File: src/bba_pkg.sv
// package: opcodes, flag layout, register map and bus constants for the adder datapath
package bba_pkg;
    // ------------------------------------------------------------
    // function codes
    // ------------------------------------------------------------
    localparam logic [11:0] OP_ADD_S = 12'h400;
    localparam logic [11:0] OP_ADD_D = 12'h401;
    localparam logic [11:0] OP_ADC_S = 12'h402;
    localparam logic [11:0] OP_ADC_D = 12'h403;
    localparam logic [11:0] OP_BCD_S = 12'h404;
    localparam logic [11:0] OP_BCD_D = 12'h405;
    localparam logic [11:0] OP_BCDC_S = 12'h406;
    localparam logic [11:0] OP_BCDC_D = 12'h407;
    localparam logic [11:0] OP_SUB_S = 12'h410;
    localparam logic [11:0] OP_SUB_D = 12'h411;
    localparam logic [11:0] OP_CLC = 12'h041;
    // ------------------------------------------------------------
    // register byte addresses
    // ------------------------------------------------------------
    localparam logic [7:0] ADDR_OPND_A = 8'h00;
    localparam logic [7:0] ADDR_OPND_B = 8'h04;
    localparam logic [7:0] ADDR_CMD = 8'h08;
    localparam logic [7:0] ADDR_RESULT = 8'h0C;
    localparam logic [7:0] ADDR_FLAGS = 8'h10;
    // ------------------------------------------------------------
    // command and flag fields
    // ------------------------------------------------------------
    localparam int CMD_OP_LSB = 0;
    localparam int CMD_EDGE_BIT = 12;
    localparam int CMD_COND_BIT = 13;
    localparam int FLG_ERR = 0;
    localparam int FLG_ZERO = 1;
    localparam int FLG_CARRY = 2;
    localparam int FLG_OVF = 3;
    localparam int FLG_UNF = 4;
    localparam int FLG_NEG = 5;
    localparam int FLG_BADOP = 6;
    localparam logic [31:0] RESET_WORD = 32'h0000_0000;
    localparam logic [1:0] HTRANS_NONSEQ = 2'h2;
    localparam logic [2:0] HSIZE_WORD = 3'h2;

    typedef struct packed {
        logic neg;
        logic unf;
        logic ovf;
        logic carry;
        logic zero;
        logic err;
    } bba_flags_t;

    typedef struct packed {
        logic [31:0] sum;
        bba_flags_t flags;
    } bba_alu_out_t;
endpackage

File: src/bba_bcd_digit.sv
// one packed-decimal digit adder with validity check
`timescale 1ns/1ps
module bba_bcd_digit (
    input wire logic [3:0] a,
    input wire logic [3:0] b,
    input wire logic cin,
    output logic [3:0] sum,
    output logic cout,
    output logic bad
);
    logic [4:0] raw;
    logic [4:0] fixed;
    always_comb begin
        raw = {1'b0, a} + {1'b0, b} + {4'h0, cin};
        // decimal correction above nine
        cout = (raw > 5'h09);
        fixed = cout ? (raw + 5'h06) : raw;
        sum = fixed[3:0];
        bad = (a > 4'h9) || (b > 4'h9);
    end
endmodule // bba_bcd_digit

File: src/bba_bin_adder.sv
// signed binary adder for one or two words with flag derivation
`timescale 1ns/1ps
module bba_bin_adder (
    input wire logic [31:0] a,
    input wire logic [31:0] b,
    input wire logic cin,
    input wire logic dbl,
    output bba_pkg::bba_alu_out_t res
);
    import bba_pkg::*;
    logic [32:0] s;
    logic sa;
    logic sb;
    logic sr;
    always_comb begin
        res = '0;
        sa = dbl ? a[31] : a[15];
        sb = dbl ? b[31] : b[15];
        if (dbl) begin
            s = {1'b0, a} + {1'b0, b} + {32'h0, cin};
            res.sum = s[31:0];
            res.flags.carry = s[32];
            sr = s[31];
        end else begin
            s = {17'h0, a[15:0]} + {17'h0, b[15:0]} + {32'h0, cin};
            res.sum = {16'h0, s[15:0]};
            res.flags.carry = s[16];
            sr = s[15];
        end
        res.flags.zero = (res.sum == 32'h0);
        res.flags.ovf = !sa && !sb && sr;
        res.flags.unf = sa && sb && !sr;
        res.flags.neg = sr;
        res.flags.err = 1'b0;
    end
endmodule // bba_bin_adder

File: src/bba_adder_top.sv
// add-instruction datapath with flag register behind an AHB-Lite slave
//
// Register access over AHB-Lite and the address map were decided locally.
`timescale 1ns/1ps
module bba_adder_top (
    input wire logic hclk,
    input wire logic hresetn,
    input wire logic clk_en,
    input wire logic hsel,
    input wire logic [7:0] haddr,
    input wire logic [1:0] htrans,
    input wire logic hwrite,
    input wire logic [2:0] hsize,
    input wire logic [31:0] hwdata,
    input wire logic hready,
    output logic [31:0] hrdata,
    output logic hreadyout,
    output logic hresp,
    output logic sub_decoded
);
    import bba_pkg::*;

    // ------------------------------------------------------------
    // bus address phase capture
    // ------------------------------------------------------------
    logic wr_pend_ff;
    logic nxt_wr_pend;
    logic [7:0] addr_ff;
    logic [7:0] nxt_addr;
    logic take;
    always_comb begin
        take = hsel && hready && (htrans == HTRANS_NONSEQ) && (hsize == HSIZE_WORD);
        nxt_wr_pend = take && hwrite;
        nxt_addr = take ? haddr : addr_ff;
    end
    always_ff @(posedge hclk or negedge hresetn) begin
        if (!hresetn) begin
            wr_pend_ff <= 1'b0;
            addr_ff <= 8'h00;
        end else if (clk_en) begin
            wr_pend_ff <= nxt_wr_pend;
            addr_ff <= nxt_addr;
        end
    end
    // zero wait states; response is always okay
    assign hreadyout = 1'b1;
    assign hresp = 1'b0;

    // ------------------------------------------------------------
    // operand, command and condition state
    // ------------------------------------------------------------
    logic [31:0] opa_ff;
    logic [31:0] opb_ff;
    logic [31:0] nxt_opa;
    logic [31:0] nxt_opb;
    logic [11:0] op_ff;
    logic [11:0] nxt_op;
    logic edge_ff;
    logic nxt_edge;
    logic cond_ff;
    logic nxt_cond;
    logic cond_prev_ff;
    logic nxt_cond_prev;
    logic cmd_wr;
    logic fire;
    always_comb begin
        nxt_opa = opa_ff;
        nxt_opb = opb_ff;
        nxt_op = op_ff;
        nxt_edge = edge_ff;
        nxt_cond = cond_ff;
        cmd_wr = 1'b0;
        if (wr_pend_ff) begin
            unique case (addr_ff)
                ADDR_OPND_A: nxt_opa = hwdata;
                ADDR_OPND_B: nxt_opb = hwdata;
                ADDR_CMD: begin
                    cmd_wr = 1'b1;
                    nxt_op = hwdata[CMD_OP_LSB +: 12];
                    nxt_edge = hwdata[CMD_EDGE_BIT];
                    nxt_cond = hwdata[CMD_COND_BIT];
                end
                default: cmd_wr = 1'b0;
            endcase
        end
        // each command write is one scan of the execution condition
        nxt_cond_prev = cmd_wr ? nxt_cond : cond_prev_ff;
        fire = cmd_wr && nxt_cond && (!nxt_edge || !cond_prev_ff);
    end
    always_ff @(posedge hclk or negedge hresetn) begin
        if (!hresetn) begin
            opa_ff <= RESET_WORD;
            opb_ff <= RESET_WORD;
            op_ff <= 12'h000;
            edge_ff <= 1'b0;
            cond_ff <= 1'b0;
            cond_prev_ff <= 1'b0;
        end else if (clk_en) begin
            opa_ff <= nxt_opa;
            opb_ff <= nxt_opb;
            op_ff <= nxt_op;
            edge_ff <= nxt_edge;
            cond_ff <= nxt_cond;
            cond_prev_ff <= nxt_cond_prev;
        end
    end

    // ------------------------------------------------------------
    // decode
    // ------------------------------------------------------------
    logic is_bin;
    logic is_bcd;
    logic use_cy;
    logic dbl;
    logic is_clc;
    logic is_sub;
    logic [31:0] wa;
    logic [31:0] wb;
    bba_flags_t flags_ff;
    bba_flags_t nxt_flags;
    always_comb begin
        is_bin = (nxt_op == OP_ADD_S) || (nxt_op == OP_ADD_D) || (nxt_op == OP_ADC_S) || (nxt_op == OP_ADC_D);
        is_bcd = (nxt_op == OP_BCD_S) || (nxt_op == OP_BCD_D) || (nxt_op == OP_BCDC_S) || (nxt_op == OP_BCDC_D);
        use_cy = (nxt_op == OP_ADC_S) || (nxt_op == OP_ADC_D) || (nxt_op == OP_BCDC_S) || (nxt_op == OP_BCDC_D);
        dbl = nxt_op[0];
        is_clc = (nxt_op == OP_CLC);
        is_sub = (nxt_op == OP_SUB_S) || (nxt_op == OP_SUB_D);
        // operands written together with the command are used at once
        wa = nxt_opa;
        wb = nxt_opb;
    end

    // ------------------------------------------------------------
    // binary and decimal adders
    // ------------------------------------------------------------
    bba_alu_out_t bin_res;
    bba_bin_adder u_bin (
        .a(wa),
        .b(wb),
        .cin(use_cy && flags_ff.carry),
        .dbl(dbl),
        .res(bin_res)
    );

    wire logic [8:0] dc;
    wire logic [31:0] dsum;
    wire logic [7:0] dbad;
    assign dc[0] = use_cy && flags_ff.carry;
    genvar gi;
    generate
        for (gi = 0; gi < 8; gi++) begin : g_dig
            bba_bcd_digit u_dig (
                .a(wa[gi*4 +: 4]),
                .b(wb[gi*4 +: 4]),
                .cin(dc[gi]),
                .sum(dsum[gi*4 +: 4]),
                .cout(dc[gi+1]),
                .bad(dbad[gi])
            );
        end
    endgenerate

    bba_alu_out_t bcd_res;
    always_comb begin
        bcd_res = '0;
        if (dbl) begin
            bcd_res.sum = dsum;
            bcd_res.flags.carry = dc[8];
            bcd_res.flags.err = |dbad;
        end else begin
            bcd_res.sum = {16'h0, dsum[15:0]};
            bcd_res.flags.carry = dc[4];
            bcd_res.flags.err = |dbad[3:0];
        end
        bcd_res.flags.zero = (bcd_res.sum == 32'h0);
    end

    // ------------------------------------------------------------
    // result and flag update
    // ------------------------------------------------------------
    logic [31:0] result_ff;
    logic [31:0] nxt_result;
    logic sub_ff;
    logic nxt_sub;
    logic badop_ff;
    logic nxt_badop;
    always_comb begin
        nxt_result = result_ff;
        nxt_flags = flags_ff;
        nxt_sub = sub_ff;
        nxt_badop = badop_ff;
        if (fire) begin
            nxt_sub = is_sub;
            nxt_badop = !(is_bin || is_bcd || is_clc || is_sub);
            if (is_bin) begin
                nxt_result = bin_res.sum;
                nxt_flags = bin_res.flags;
            end else if (is_bcd) begin
                // overflow and underflow are left as they were for decimal adds
                nxt_result = bcd_res.sum;
                nxt_flags.err = bcd_res.flags.err;
                nxt_flags.zero = bcd_res.flags.zero;
                nxt_flags.carry = bcd_res.flags.carry;
            end else if (is_clc) begin
                nxt_flags.carry = 1'b0;
            end
        end
    end
    always_ff @(posedge hclk or negedge hresetn) begin
        if (!hresetn) begin
            result_ff <= RESET_WORD;
            flags_ff <= '0;
            sub_ff <= 1'b0;
            badop_ff <= 1'b0;
        end else if (clk_en) begin
            result_ff <= nxt_result;
            flags_ff <= nxt_flags;
            sub_ff <= nxt_sub;
            badop_ff <= nxt_badop;
        end
    end
    assign sub_decoded = sub_ff;

    // ------------------------------------------------------------
    // read data
    // ------------------------------------------------------------
    logic [31:0] rdata_ff;
    logic [31:0] nxt_rdata;
    always_comb begin
        unique case (haddr)
            ADDR_OPND_A: nxt_rdata = opa_ff;
            ADDR_OPND_B: nxt_rdata = opb_ff;
            ADDR_CMD: nxt_rdata = {18'h0, cond_ff, edge_ff, op_ff};
            ADDR_RESULT: nxt_rdata = result_ff;
            ADDR_FLAGS: nxt_rdata = {25'h0, badop_ff, flags_ff.neg, flags_ff.unf, flags_ff.ovf,
                                     flags_ff.carry, flags_ff.zero, flags_ff.err};
            default: nxt_rdata = 32'h0;
        endcase
    end
    always_ff @(posedge hclk or negedge hresetn) begin
        if (!hresetn) begin
            rdata_ff <= RESET_WORD;
        end else if (clk_en) begin
            rdata_ff <= (take && !hwrite) ? nxt_rdata : rdata_ff;
        end
    end
    assign hrdata = rdata_ff;

    // ------------------------------------------------------------
    // checks
    // ------------------------------------------------------------
    // width of the command that ran, seen one cycle later
    logic dbl_q;
    always_ff @(posedge hclk or negedge hresetn) begin
        if (!hresetn) begin
            dbl_q <= 1'b0;
        end else if (clk_en) begin
            dbl_q <= dbl;
        end
    end

    // all eight result nibbles are decimal digits
    logic res_dec_ok;
    always_comb begin
        res_dec_ok = 1'b1;
        for (int i = 0; i < 8; i++) begin
            if (result_ff[i*4 +: 4] > 4'h9) begin
                res_dec_ok = 1'b0;
            end
        end
    end
endmodule // bba_adder_top

File: config.mk
export PLATFORM = sky130hd
export DESIGN_NAME = bba_adder_top
export DESIGN_NICKNAME = d
export VERILOG_FILES = /design/src/bba_pkg.sv /design/src/bba_bcd_digit.sv /design/src/bba_bin_adder.sv /design/src/bba_adder_top.sv
export SDC_FILE = /design/constraint.sdc
export NUM_CORES = 1
export LEC_CHECK = 0
export ABC_CLOCK_PERIOD_IN_PS = 16600
export BUFFER_PORTS_ARGS = -buffer_cell sky130_fd_sc_hd__buf_4
export CAP_MARGIN = 10
export CORE_UTILIZATION = 60
export DETAILED_ROUTE_END_ITERATION = 10
export PLACE_DENSITY = 0.91
export SYNTH_ARGS = -nofsm -noshare
export SYNTH_HDL_FRONTEND = slang
export SYNTH_HIERARCHICAL = 1
export SYNTH_SLANG_ARGS = --single-unit
File: constraint.sdc
create_clock -name hclk -period 16.6 [get_ports hclk]
set_input_delay 0 -clock hclk [delete_from_list [all_inputs] [get_ports hclk]]
set_output_delay 0 -clock hclk [all_outputs]
set_load 0.005 [all_outputs]
======== After elaboration in Yosys (flattened, before gate mapping) ========
Cells that the tools add are included.
cells by class
  equal/unequal tests ..................... 19
  mux-type cells .......................... 35
  add/subtract/negate cells ............... 28
  $lt $le $gt $ge ......................... 24
  reductions and logical operators ........ 56
operator list
  operator                                                                          count
  32-bit two-way mux                                                                8
  32-bit one-hot mux with 5 select lines                                            1
  12-bit by 11-bit == test with 1-bit output (second input constant)                10
  4-bit greater-than comparator (second input constant)                             16
  32-bit zero test                                                                  2
  4-bit by 4-bit adder with 5-bit output                                            8
  5-bit by 1-bit adder with 5-bit output                                            8
  5-bit by 4-bit greater-than comparator with 1-bit output (second input constant)  8
  32-bit by 32-bit adder with 33-bit output                                         1
  33-bit by 1-bit adder with 33-bit output                                          1
  4-bit by 3-bit adder with 4-bit output (second input constant)                    8
  4-bit two-way mux                                                                 8
  8-bit by 4-bit == test with 1-bit output (second input constant)                  3
  12-bit two-way mux                                                                2
  1-bit logical OR                                                                  22
  16-bit by 16-bit adder with 17-bit output                                         1
  17-bit by 1-bit adder with 17-bit output                                          1
  8-bit by 3-bit == test with 1-bit output (second input constant)                  2
  8-bit zero test                                                                   2
  1-bit two-way mux                                                                 14
  12-bit by 7-bit == test with 1-bit output (second input constant)                 1
  1-bit logical AND                                                                 12
  3-bit AND reduction                                                               3
  8-bit by 5-bit == test with 1-bit output (second input constant)                  1
  10 further kinds                                                                  19
word-level totals
  input port bits ......................... 51
  output and inout bits ................... 35
  word-level logic and storage cells ...... 180
  register bits after elaboration ......... 160

======== Depth between registers and ports, before layout ========
  word-level depth ........................ 29
  gate-level depth with buffers ........... 58
  mapped depth without buffers ............ 58

======== Hierarchy ========
Netlist, hierarchy kept.
modules (own cells, without submodules)
  module         instances  area an instance (µm²)  seq. area each (µm²)  cells an instance
  bba_adder_top  1          8325.5                  4003.8                751
  bba_bin_adder  1          2135.8                  0.0                   314
  bba_bcd_digit  8          225.2                   0.0                   25

======== Worst setup path after synthesis ========
OpenSTA, ideal clock, no wires.
  kind .................................... register -> register
  start ................................... register addr_ff[4]
  end ..................................... register flags_ff[1] (netlist bit)
  path buffers ............................ 1
  stages on the path, launching flop included .. 58
  period minus slack after synthesis ...... 15058 ps
  setup slack ............................. 1542 ps
  required time ........................... 16534 ps
  library setup time ...................... 66 ps
  arrival time ............................ 14992 ps
  cell sequence ........................... dfrtp_1 or4b_1 buf_2 nor4_2 mux2_2 fa_1 fa_1 xnor2_1 ha_1 a31o_1 o31ai_4 fa_1 fa_1 xnor2_1 ha_1 a31o_1 o31ai_4 fa_1 [22 not listed] o31ai_4 fa_1 fa_1 xnor2_1 ha_1 a31o_1 o31ai_4 fa_1 fa_1 xnor2_1 ha_1 a31o_1 o31ai_4 mux2i_1 nor4_1 nand4_1 a211oi_1 o31a_1
on the way
  elaborated cells between the ends (all ways) .. 89
  those cells by class .................... add/sub: 28; order compare: 8; eq/ne: 10; mux: 24; reduce/logical: 19
RTL lines
  item                                                      RTL line              text
  start: declaration                                        bba_adder_top.sv:28   logic [7:0] addr_ff;
  start signal: assignment                                  bba_adder_top.sv:42   addr_ff <= nxt_addr;
  8-bit zero test                                           bba_adder_top.sv:74   unique case (addr_ff)
  32-bit two-way mux                                        bba_adder_top.sv:74
  32-bit two-way mux                                        bba_adder_top.sv:73   if (wr_pend_ff) begin
  via nxt_opa[0]                                            bba_adder_top.sv:54   logic [31:0] nxt_opa;
  4-bit by 4-bit adder with 5-bit output                    bba_bcd_digit.sv:14   raw = {1'b0, a} + {1'b0, b} + {4'h0, cin};
  5-bit by 1-bit adder with 5-bit output                    bba_bcd_digit.sv:14
  5-bit by 4-bit greater-than comparator with 1-bit output  bba_bcd_digit.sv:16   cout = (raw > 5'h09);
  via dc[1]                                                 bba_adder_top.sv:145  wire logic [8:0] dc;
  [2 not listed]                                            n/a
  via dc[2]                                                 bba_adder_top.sv:145
  [2 not listed]                                            n/a
  via dc[3]                                                 bba_adder_top.sv:145
  [2 not listed]                                            n/a
  via dc[4]                                                 bba_adder_top.sv:145
  [2 not listed]                                            n/a
  via dc[5]                                                 bba_adder_top.sv:145
  [2 not listed]                                            n/a
  via dc[6]                                                 bba_adder_top.sv:145
  [2 not listed]                                            n/a
  via dc[7]                                                 bba_adder_top.sv:145
  [1 not listed]                                            n/a
  5-bit by 4-bit greater-than comparator with 1-bit output  bba_bcd_digit.sv:16
  via dc[8]                                                 bba_adder_top.sv:145
  4-bit two-way mux                                         bba_bcd_digit.sv:17   fixed = cout ? (raw + 5'h06) : raw;
  via dsum[30]                                              bba_adder_top.sv:146  wire logic [31:0] dsum;
  32-bit two-way mux                                        bba_adder_top.sv:166  if (dbl) begin
  32-bit zero test                                          bba_adder_top.sv:175  bcd_res.flags.zero = (bcd_res.sum == 32'h0);
  2-bit two-way mux                                         bba_adder_top.sv:198  end else if (is_bcd) begin
  3-bit two-way mux                                         bba_adder_top.sv:195  if (is_bin) begin
  end signal: assignment                                    bba_adder_top.sv:217  flags_ff <= nxt_flags;
  end: declaration                                          bba_adder_top.sv:119  bba_flags_t flags_ff;
The timed path passes the listed nets, and every way through them passes these cells. The select of a mux whose other input is x is not followed.
A chain may end at the register's enable or synchronous reset.

======== Worst setup path in the final report ========
  start ................................... register addr_ff[4]
  end ..................................... register flags_ff[1] (netlist bit)
on the way
  cells in the longest elaborated chain, start to end .. 29
  elaborated cells between the ends (all ways) .. 89
  those cells by class .................... add/sub: 28; order compare: 8; eq/ne: 10; mux: 24; reduce/logical: 19
RTL lines
  item                                                                                                                       RTL line                                  text
  8-bit by 4-bit == test with 1-bit output (*)                                                                               bba_adder_top.sv:74
  12-bit two-way mux (*)                                                                                                     bba_adder_top.sv:74
  12-bit two-way mux (*)                                                                                                     bba_adder_top.sv:73
  12-bit by 11-bit == test with 1-bit output                                                                                 bba_adder_top.sv:124                      use_cy = (nxt_op == OP_ADC_S) || (nxt_op == OP_ADC_D) || (nxt_op == OP_BCDC_S) || (nxt_op == OP_BCDC_D);
  1-bit logical OR (2 in series)                                                                                             bba_adder_top.sv:124
  1-bit logical OR (*)                                                                                                       bba_adder_top.sv:124
  1-bit logical AND (*)                                                                                                      bba_adder_top.sv:148                      assign dc[0] = use_cy && flags_ff.carry;
  via dc[0]                                                                                                                  bba_adder_top.sv:145
  [2 not listed]                                                                                                             n/a
  via dc[1]                                                                                                                  bba_adder_top.sv:145
  [2 not listed]                                                                                                             n/a
  via dc[2]                                                                                                                  bba_adder_top.sv:145
  [2 not listed]                                                                                                             n/a
  via dc[3]                                                                                                                  bba_adder_top.sv:145
  [2 not listed]                                                                                                             n/a
  via dc[4]                                                                                                                  bba_adder_top.sv:145
  [2 not listed]                                                                                                             n/a
  via dc[5]                                                                                                                  bba_adder_top.sv:145
  [2 not listed]                                                                                                             n/a
  via dc[6]                                                                                                                  bba_adder_top.sv:145
  [2 not listed]                                                                                                             n/a
  via dc[7]                                                                                                                  bba_adder_top.sv:145
  5-bit by 1-bit adder with 5-bit output (*)                                                                                 bba_bcd_digit.sv:14
  4-bit by 3-bit adder with 4-bit output / 5-bit by 4-bit greater-than comparator with 1-bit output (equally long branches)  bba_bcd_digit.sv:17, bba_bcd_digit.sv:16
  4-bit two-way mux (*)                                                                                                      bba_bcd_digit.sv:17
  via dsum[31]                                                                                                               bba_adder_top.sv:146
  32-bit two-way mux (*)                                                                                                     bba_adder_top.sv:166
  32-bit zero test (*)                                                                                                       bba_adder_top.sv:175
  2-bit two-way mux (*)                                                                                                      bba_adder_top.sv:198
  3-bit two-way mux (*)                                                                                                      bba_adder_top.sv:195
Mark *: on every way through the listed nets, which the timed path passes. The rest lies on a longest branch. The select of a mux whose other input is x is not followed.

==> run metrics <==
status complete, no violations; crit path time final 15.88 ns; Mapped Cells 1,265; largest net degree at the start of global routing 94; H-tree levels 4; non-filler cells, final 1,628; worst slew pin tran 1.22 ns; Longest Clk Path Bufs 2; Ys Warns 6; post-layout instance area 14,100 sq um; Peak Freq 63.0 MHz; Yosys reg bits 160; endpoints failing hold 0; Worst VDD drop 0.0693 mV; period utilization 95.6%; root buf cell clkbuf_16; clk_lat worst skew 0.44 ns; number of I/O port buffers 83; Tot Pwr 935 uW; Sink Count 160; GPL Wtd Cong 0.948; die area 21,000 sq um; Mapped Area 12,300 sq um; Slowest-stage cell, CP or4b_4; Top Ports 86; area post-placement 13,000 sq um; max-slew violation count 0; routed vias/inst 6.83; Total Routed Length 36,400 um; via count 11,100; Worst Skew 0.0124 ns; TritonCTS Buffers 17; Worst EP required 16.97 ns; worst path arrival time 16.24 ns; Worst-path clk slew 0.06 ns; Pwr Density 66.1 nW/um^2; # setup viols final 0; dominant cells by area after synthesis dfrtp_1 (33%), mux2_2 (17%), ha_1 (6.4%); initial antenna violation count 2; number of max-cap violations 0; synth unique cells 78; Total GRT Usage 35.1%; die height 145 um; Hold Crit Class in2reg; Core ar. 19,700 sq um; most used cell, CP fa_1; post-route ant nets 0; post-synth top area share 32.6%; Placed Cells incl. Taps 1,554; CP endpoint kind register; area grow syn2layout 15.2%; ANT cells 0; register area share after synthesis 32.6%; Critical R2R Launch addr_ff[4]; syn nets 1,397; number of global-route vias before repair 11,000; DRT iter0 DRCs 1,138; cell taking the most area after synthesis dfrtp_1; CP Launch Point addr_ff[4]; count leader, synth mux2_2; CP Launch Type register; layout cells sized above 1 26.9%; ys async rst share 100%; WL/cell 22.4 um; starting density of the core 62.2%; critical setup path kind reg2reg; relative slew slack 16.6%; Top FF cell, synth dfrtp_1; Die Width 145 um; first-pass GRT wire length 58,400 um; CP max FO 7; Post-synth EDFFs 0; CP peak stage delay 0.61 ns; syn avg cell area 9.69 sq um; hold path start haddr[4]; global route overflow 0; row cnt 51; Commonest cells post-synth mux2_2 (187), dfrtp_1 (160), nand2_1 (133), nor2_1 (70), ha_1 (63); CTS tree done; DRT Pass-1 Iters 6; DRC errors left 0; LEAKAGE 0.00650 uW; Setup TNS Final 0 ns; NumNets Final 1,484; Final HPWL DP 25,200 um
## worst max-delay path, delay by kind of cell, from the launching register on
family,cells,cell delay (ns)
adder cells (fa/ha/maj),23,8.39
AO/OA/AOI/OAI,19,3.88
AND/OR/NAND/NOR,6,1.66
XOR/XNOR,6,1.23
flip-flops,1,0.40
multiplexers,1,0.14
buffers and inverters,1,0.12
## report_power, final
group / internal (uW) / total, uW / switching [uW] / leakage [uW]
Sequential: 396 / 402 / 5.97 / 0.00222
Combinational: 52.0 / 127 / 75.4 / 0.00400
Clock: 235 / 405 / 170 / 0.000274
## metal layers
metal | track usage (%) | part of all wire [%] | up-vias
li1 | - | - | 4885
met1 | 47.7 | 41 | 5429
met2 | 54.7 | 46 | 696
met3 | 7.48 | 10 | 103
met4 | 13.4 | 2.9 | 2
met5 | 0 | 0.047 | -
## state kept, by name (all words and copies together), names as in the netlist
name and count:
hrdata 32, opa_ff 32, opb_ff 32, result_ff 32, op_ff 12, addr_ff 8
flags_ff 6, badop_ff 1, cond_ff 1, cond_prev_ff 1, edge_ff 1, sub_decoded 1
wr_pend_ff 1
## area by class of cell
class | instances | area, sq um
Multi-Input combinational cell | 1002 | 7930
Fill cell | 1318 | 5590
Sequential cell | 160 | 4010
Timing Repair Buffer | 140 | 1160
Clock buffer | 17 | 425
Tap cell | 265 | 332
Clock inverter | 13 | 164
Inverter | 31 | 116
## stage by stage
step | worst slack, ns | hold slack [ns] | utilization [%]
finish | 0.724 | 0.00692 | 71.7
detailed placement | 0.237 | 0.142 | 66.1
CTS | 0.115 | 0.00385 | 71.1
floorplan | 1.54 | -0.296 | -
global route | -0.00927 | 0.00556 | 71.7
global placement | 0.768 | 0.141 | 66.1
## cells by family (layout without fill, tap and decap cells)
logic type	count (synthesis)	count (layout)	share of synthesized area, %
compound gates	298	298	17.1
xor+xnor	34	34	2.43
simple gates	371	371	15.2
buf+inv	103	201	3.61
mux	215	215	19.6
other cells	3	3	0.0918
fa+ha+maj	81	81	9.37
flops	160	160	32.6
## what timing repair did
item / CTS / global route
setup buffers: 0 / 3
hold buffers: 41 / 0
setup endpoints to repair: 0 / 5
gates resized for setup: 0 / 15
hold endpoints to repair: 178 / 0
## layout by cell type, fill, tap and decap left out, types with 10 or more instances in the layout
cell type,synthesis,layout
a31oi_1,36,36
dfrtp_1,160,159
fa_1,18,17
a221oi_1,10,10
mux2i_1,26,26
nand3_1,34,34
nor2_1,70,69
a21o_1,14,14
inv_1,31,31
clkbuf_16,0,17
nor3_1,10,10
nand2_1,133,133
and3_1,17,17
nand4_1,15,15
o21ai_1,12,12
dlygate4sd3_1,0,41
o22ai_1,10,10
nor4_1,15,13
a21oi_1,59,55
nor2b_1,10,10
buf_4,5,98
xnor2_1,26,19
mux2_2,187,187
ha_1,63,63
o21ai_0,60,60
nand2b_1,12,12
a22oi_1,18,18
## final timing paths
kind	end	slack, ns	cells past startpoint
worst max-delay path	flags_ff[1]	0.72	56
worst min-delay path	addr_ff[4]	0.007	2
worst max register to register	flags_ff[1]	0.72	56
worst min register to register	hrdata[7]	0.48	2
max in group asynchronous	addr_ff[2]	14.88	3
min in group asynchronous	opb_ff[5]	0.21	2
Note: power is estimated with default switching activity, not from simulation.
